## src/hdl/ssd_pkg.sv

```systemverilog
// Purpose: Shared types and constants for the segment selector decoder
// Assumes: 16-bit selector, 16-bit offset, 24-bit physical space
// Notes:   Descriptor entries are eight bytes long
package ssd_pkg;

  localparam int SEL_W        = 16;
  localparam int OFS_W        = 16;
  localparam int PHYS_W       = 24;
  localparam int INDEX_W      = 13;
  localparam int RPL_W        = 2;
  localparam int RPL_LSB      = 0;
  localparam int TSEL_BIT     = 2;
  localparam int INDEX_LSB    = 3;
  localparam int DESC_SHIFT   = 3;
  localparam logic [PHYS_W-1:0] BASE_RST = 24'h000000;
  localparam logic [SEL_W-1:0]  SEL_RST  = 16'h0000;
  localparam int REAL_SHIFT   = 4;

  typedef struct packed {
    logic [INDEX_W-1:0] index;
    logic               table_select_flag;
    logic [RPL_W-1:0]   requested_privilege_field;
  } ssd_selector_t;

  typedef struct packed {
    logic [PHYS_W-1:0] addr;
    logic              valid;
  } ssd_addr_t;

  typedef enum logic [3:0] {
    ST_IDLE  = 4'b0001,
    ST_FETCH = 4'b0010,
    ST_WAIT  = 4'b0100,
    ST_DONE  = 4'b1000
  } ssd_state_t;

endpackage : ssd_pkg

```

## src/hdl/ssd_segment_selector_decode.sv

```systemverilog
// Purpose: Turns selector:offset pointers into 24-bit physical addresses
// Assumes: Descriptor memory answers a fetch with desc_valid and the
//          24-bit segment base; one segment register is held here
// Notes:   Real mode bypasses descriptor lookup entirely
// Function
// Protected-mode pointer is 16-bit selector plus 16-bit offset.
// Selector splits into 13-bit index, select flag, 2-bit privilege.
// Privilege bits never affect which segment is chosen.
// Select flag zero resolves through the shared global table.
// Select flag one resolves through the current task's table.
// Index is an entry number, up to 8192 segments per table.
// Segments range from one byte up to 64K bytes.
// Offset is an unsigned 16-bit byte position.
// Later references use the stored selector and offset only.
// Real mode uses selector directly as upper base address bits.
// Table base comes from global or local base register.
// Descriptor address is table base plus index times eight.
// Segment base plus offset gives 24-bit physical address.
// Privilege in bits 1:0, select flag bit 2, index 15:3.
`timescale 1ns/1ps
module ssd_segment_selector_decode (
  input  wire logic                        clk,
  input  wire logic                        reset,
  input  wire logic                        protected_mode,
  input  wire logic [ssd_pkg::PHYS_W-1:0]  global_table_base_reg,
  input  wire logic [ssd_pkg::PHYS_W-1:0]  local_table_base_reg,
  input  wire logic                        load_valid,
  input  wire logic [ssd_pkg::SEL_W-1:0]   load_selector,
  input  wire logic                        ref_valid,
  input  wire logic [ssd_pkg::OFS_W-1:0]   ref_offset,
  output logic                             load_ready,
  output logic                             desc_req,
  output logic [ssd_pkg::PHYS_W-1:0]       desc_addr,
  input  wire logic                        desc_valid,
  input  wire logic [ssd_pkg::PHYS_W-1:0]  desc_base,
  output ssd_pkg::ssd_addr_t               phys_out,
  output logic [ssd_pkg::PHYS_W-1:0]       seg_base,
  output logic                             seg_ready
);

  ssd_pkg::ssd_state_t                 state_q;
  ssd_pkg::ssd_selector_t              sel_q;
  ssd_pkg::ssd_selector_t              sel_in;
  logic [ssd_pkg::PHYS_W-1:0]          table_base;
  logic [ssd_pkg::PHYS_W-1:0]          desc_off;
  logic [ssd_pkg::PHYS_W-1:0]          real_base;

  assign sel_in = ssd_pkg::ssd_selector_t'(load_selector);
  // Table choice ignores the privilege field
  assign table_base = sel_in.table_select_flag ? local_table_base_reg
                                               : global_table_base_reg;
  assign desc_off = ssd_pkg::PHYS_W'(sel_in.index) << ssd_pkg::DESC_SHIFT;
  assign real_base = ssd_pkg::PHYS_W'(load_selector) << ssd_pkg::REAL_SHIFT;

  // Selector storage for later references
  always_ff @(posedge clk) begin
    if (reset) begin
      sel_q <= ssd_pkg::ssd_selector_t'(ssd_pkg::SEL_RST);
    end else if (load_valid && load_ready) begin
      sel_q <= sel_in;
    end
  end

  // Load sequencing and descriptor fetch
  always_ff @(posedge clk) begin
    if (reset) begin
      state_q    <= ssd_pkg::ST_IDLE;
      load_ready <= 1'b1;
      desc_req   <= 1'b0;
      desc_addr  <= ssd_pkg::BASE_RST;
      seg_base   <= ssd_pkg::BASE_RST;
      seg_ready  <= 1'b0;
    end else begin
      unique case (state_q)
        ssd_pkg::ST_IDLE: begin
          if (load_valid) begin
            seg_ready <= 1'b0;
            if (protected_mode) begin
              desc_addr  <= table_base + desc_off;
              desc_req   <= 1'b1;
              load_ready <= 1'b0;
              state_q    <= ssd_pkg::ST_WAIT;
            end else begin
              seg_base  <= real_base;
              seg_ready <= 1'b1;
            end
          end
        end
        ssd_pkg::ST_WAIT: begin
          desc_req <= 1'b0;
          if (desc_valid) begin
            seg_base   <= desc_base;
            seg_ready  <= 1'b1;
            load_ready <= 1'b1;
            state_q    <= ssd_pkg::ST_IDLE;
          end
        end
        ssd_pkg::ST_FETCH, ssd_pkg::ST_DONE: begin
          state_q <= ssd_pkg::ST_IDLE;
        end
        default: begin
          state_q <= ssd_pkg::ST_IDLE;
        end
      endcase
    end
  end

  // Address formation, unsigned offset, wraps in 24 bits
  always_ff @(posedge clk) begin
    if (reset) begin
      phys_out <= '0;
    end else begin
      phys_out.valid <= ref_valid && seg_ready && load_ready;
      phys_out.addr  <= seg_base + {8'h00, ref_offset};
    end
  end

endmodule : ssd_segment_selector_decode
```

## config.mk

```make
export PLATFORM = sky130hd
export DESIGN_NAME = ssd_segment_selector_decode
export DESIGN_NICKNAME = d
export VERILOG_FILES = /design/src/hdl/ssd_pkg.sv /design/src/hdl/ssd_segment_selector_decode.sv
export SDC_FILE = /design/constraint.sdc
export NUM_CORES = 1
export LEC_CHECK = 0
export ABC_AREA = 1
export ABC_CLOCK_PERIOD_IN_PS = 2900
export BUFFER_PORTS_ARGS = -buffer_cell sky130_fd_sc_hd__buf_4
export CAP_MARGIN = 0
export CORE_MARGIN = 5
export CORE_UTILIZATION = 50
export DETAILED_ROUTE_END_ITERATION = 12
export PLACE_DENSITY = 0.87
export SKIP_CTS_REPAIR_TIMING = 1
export SLEW_MARGIN = 20
export SYNTH_ARGS = -nofsm -noshare
export SYNTH_HDL_FRONTEND = slang
export SYNTH_SLANG_ARGS = --single-unit
```

## constraint.sdc

```tcl
create_clock -name clk -period 2.9 [get_ports clk]
set_clock_uncertainty 0.2 [all_clocks]
set_input_delay 0.58 -clock clk [delete_from_list [all_inputs] [get_ports clk]]
set_output_delay 0.58 -clock clk [all_outputs]
set_load 0.05 [all_outputs]
```

==> flow_summary.yaml <==
global_routing:
  overflow: 0
  grt_usage_pct: 26.8
  antenna_found_initial: 0
  grt_max_degree: 41
  grt_pass1_vias: 5609
  grt_pass1_wl_um: 25800
sta:
  post-route-period-util_pct: 84.5
  final.min_clock_period_ns: 2.45
  worst_pin_slew_ns: 0.437
  timing.hold.ws_ns: 0.284
  hold_violations: 0
  fin_tns_setup_ns: 0
  slew_headroom_pct: 70.6
  setup_viol: 0
  drv_slew: 0
  max_clock_freq_ghz: 0.408
  rsz0062_at_grt: "false"
worst_hold_path:
  hold_class: "register to register"
drt:
  drc: 0
  detail-route-antenna-nets: 0
  first_pass_iters: 7
  via_per_inst: 5.16
  vias: 5762
  drt_iter0_markers: 476
  wl_per_cell_um: 14.5
  totalWireLength_um: 16100
clock_tree:
  cts_buffers: 9
  h-tree-depth: 3
  cts_max_path_buffers: 2
  clock_latency_ns: 0.35
  clock-root-buffer: "clkbuf_8"
  clock_sinks: 78
  clk_pin_slew_ns: 0.09
  cts_tree: "yes"
yosys:
  netlist_area_sq_um: 5020
  yosysWarnings: 0
  yosysMostFrequentCell: "nand2_1"
  ys_seq_area_share_pct: 31.1
  synth-edff-count: 0
  syn_nets: 940
  synthArstFlopShare_pct: 0
  synth_seq_cells: 78
  synth_top_area_cell: "dfxtp_1"
  synthFlopType: "dfxtp_1"
  synth_common_cells: "nand2_1, nor2_1, inv_1"
  synth_top_cell_area_share_pct: 31.1
  netlist-cell-type-count: 36
  synth.area.top_cells: "dfxtp_1, nand2_1, nor2_1"
  avgSynthCellArea_sq_um: 6.29
  syn_inst: 799
setup_path:
  critPathCaptureType: "register"
  cpMostUsedCell: "nand2_1"
  worstSetupPathType: "primary input to register"
  critical_path.top_delay_family: "simple AND/OR/NAND/NOR gates"
  crit_chain: "buf_4, inv_2, nand2_1, nand2_1, ha_1, nand2_1, nor2_1, nor2_1, o21bai_1, buf_4, a21oi_1, inv_1, nand2_1, nand3_1, nand2_1, inv_1"
  crit_path_max_fanout: 16
  max_stage_delay_ns: 0.28
  cp.arrival_ns: 2.50
  worst_setup_path_start_kind: "primary input"
  slowest_stage: "ha_1"
  critPathBufInv: 5
  crit_required_ns: 2.95
run_status:
  status: "finished, final reports clean"
job:
  drv_cap: 0
die:
  die_w_um: 110
  fp.dieH_um: 110
  die_area_sq_um: 12200
  io_pins: 186
  core-area_sq_um: 9770
  rows: 36
  start_util_pct: 51.4
cells_and_area:
  nFillCells: 877
  areaGrowthSynthToFinish_pct: 33.3
  seqCellArea_sq_um: 1560
  diodes: 0
  fin_nets: 1120
  multiInputGateArea_sq_um: 3020
  drive_above_1_share_pct: 23.4
placement:
  port_buffers: 185
  hpwl_um: 13100
  gp_congestion: 0.939
power:
  powerDensity_nw_per_um2: 445
  ir_drop_mv: 0.226
  p_leak_nw: 3.51
==> cell type report <==
cell class	count	share of cell area, %
Sequential cell	78	23.3
Clock buffer	9	1.85
Inverter	86	4.84
Multi-Input combinational cell	610	45.2
Clock inverter	6	0.598
Tap cell	133	2.49
Timing Repair Buffer	194	21.8
==> layout by cell type (no fill, tap or decap), drive strengths merged, types with 2 or more instances in the layout <==
cell type	instances
nand4	3
a31oi	20
clkbuf	9
dfxtp	78
inv	85
o21ai	59
nor3	7
ha	29
or2	4
nand2	243
xnor2	4
a21oi	55
a21o	2
clkinv	6
xor2	5
fa	2
buf	194
o21bai	4
nand3	61
nor2	108
==> stage by stage <==
stage	cells	power, mW	area [sq um]	setup slack [ns]	util (%)
floorplan	799	1.91	5020	0.243	-
global placement	1101	2.27	6530	0.117	66.8
detailed placement	1101	2.28	6530	0.0747	66.8
CTS	1116	2.99	6700	0.448	68.5
global route	1116	3.13	6700	0.202	68.5
finish	1116	2.98	6700	0.449	68.5
==> final timing paths <==
path / startpoint / endpoint / slack (ns) / cells after the start
max: load_selector[2] / desc_addr[12]$_SDFFE_PP0P_ / 0.45 / 16
min: seg_ready$_SDFFE_PP0P_ / phys_out[0]$_SDFF_PP0_ / 0.28 / 2
max reg2reg: seg_base[0]$_SDFFE_PP0P_ / phys_out[19]$_SDFF_PP0_ / 0.67 / 11
min reg2reg: seg_ready$_SDFFE_PP0P_ / phys_out[0]$_SDFF_PP0_ / 0.28 / 2
==> report_power, final <==
part           switching [mW]  leakage, nW  internal, mW
combinational           0.694         2.78         0.378
clock                   0.412       0.0848         0.305
sequential             0.0457        0.641          1.14
total                    1.15         3.51          1.83
==> cell families after synthesis <==
| family | after synthesis | synth area share (%) |
|---|---|---|
| AO/OA/AOI/OAI | 143 | 15.3 |
| XOR/XNOR | 9 | 1.57 |
| adder cells (fa/ha/maj) | 31 | 8.02 |
| buffers and inverters | 111 | 8.79 |
| flip-flops | 78 | 31.1 |
| AND/OR/NAND/NOR | 427 | 35.2 |
==> worst register-to-register path, cell delays in order, from the launching register on <==
cell and delay (ns):
dfxtp_1 0.33, ha_1 0.21, fa_1 0.41, nand3_1 0.09
nand3_1 0.14, nand2_1 0.09, nand2_1 0.15, a21o_1 0.24
nand2_1 0.10, nand3_1 0.07, nand2_1 0.07, nor2_1 0.04
==> sequential cells by signal (all words and copies together), names as in the netlist <==
name and count:
state_q 2, desc_addr 24, phys_out 25, seg_base 24
load_ready 1, seg_ready 1, desc_req 1
==> routing by layer <==
layer,wire length [um],GRT usage [%]
met1,6270,30.8
met2,8220,49.9
met3,1260,4.37
met4,388,9.32
met5,0,0
Note: power is estimated with default switching activity, not from simulation.
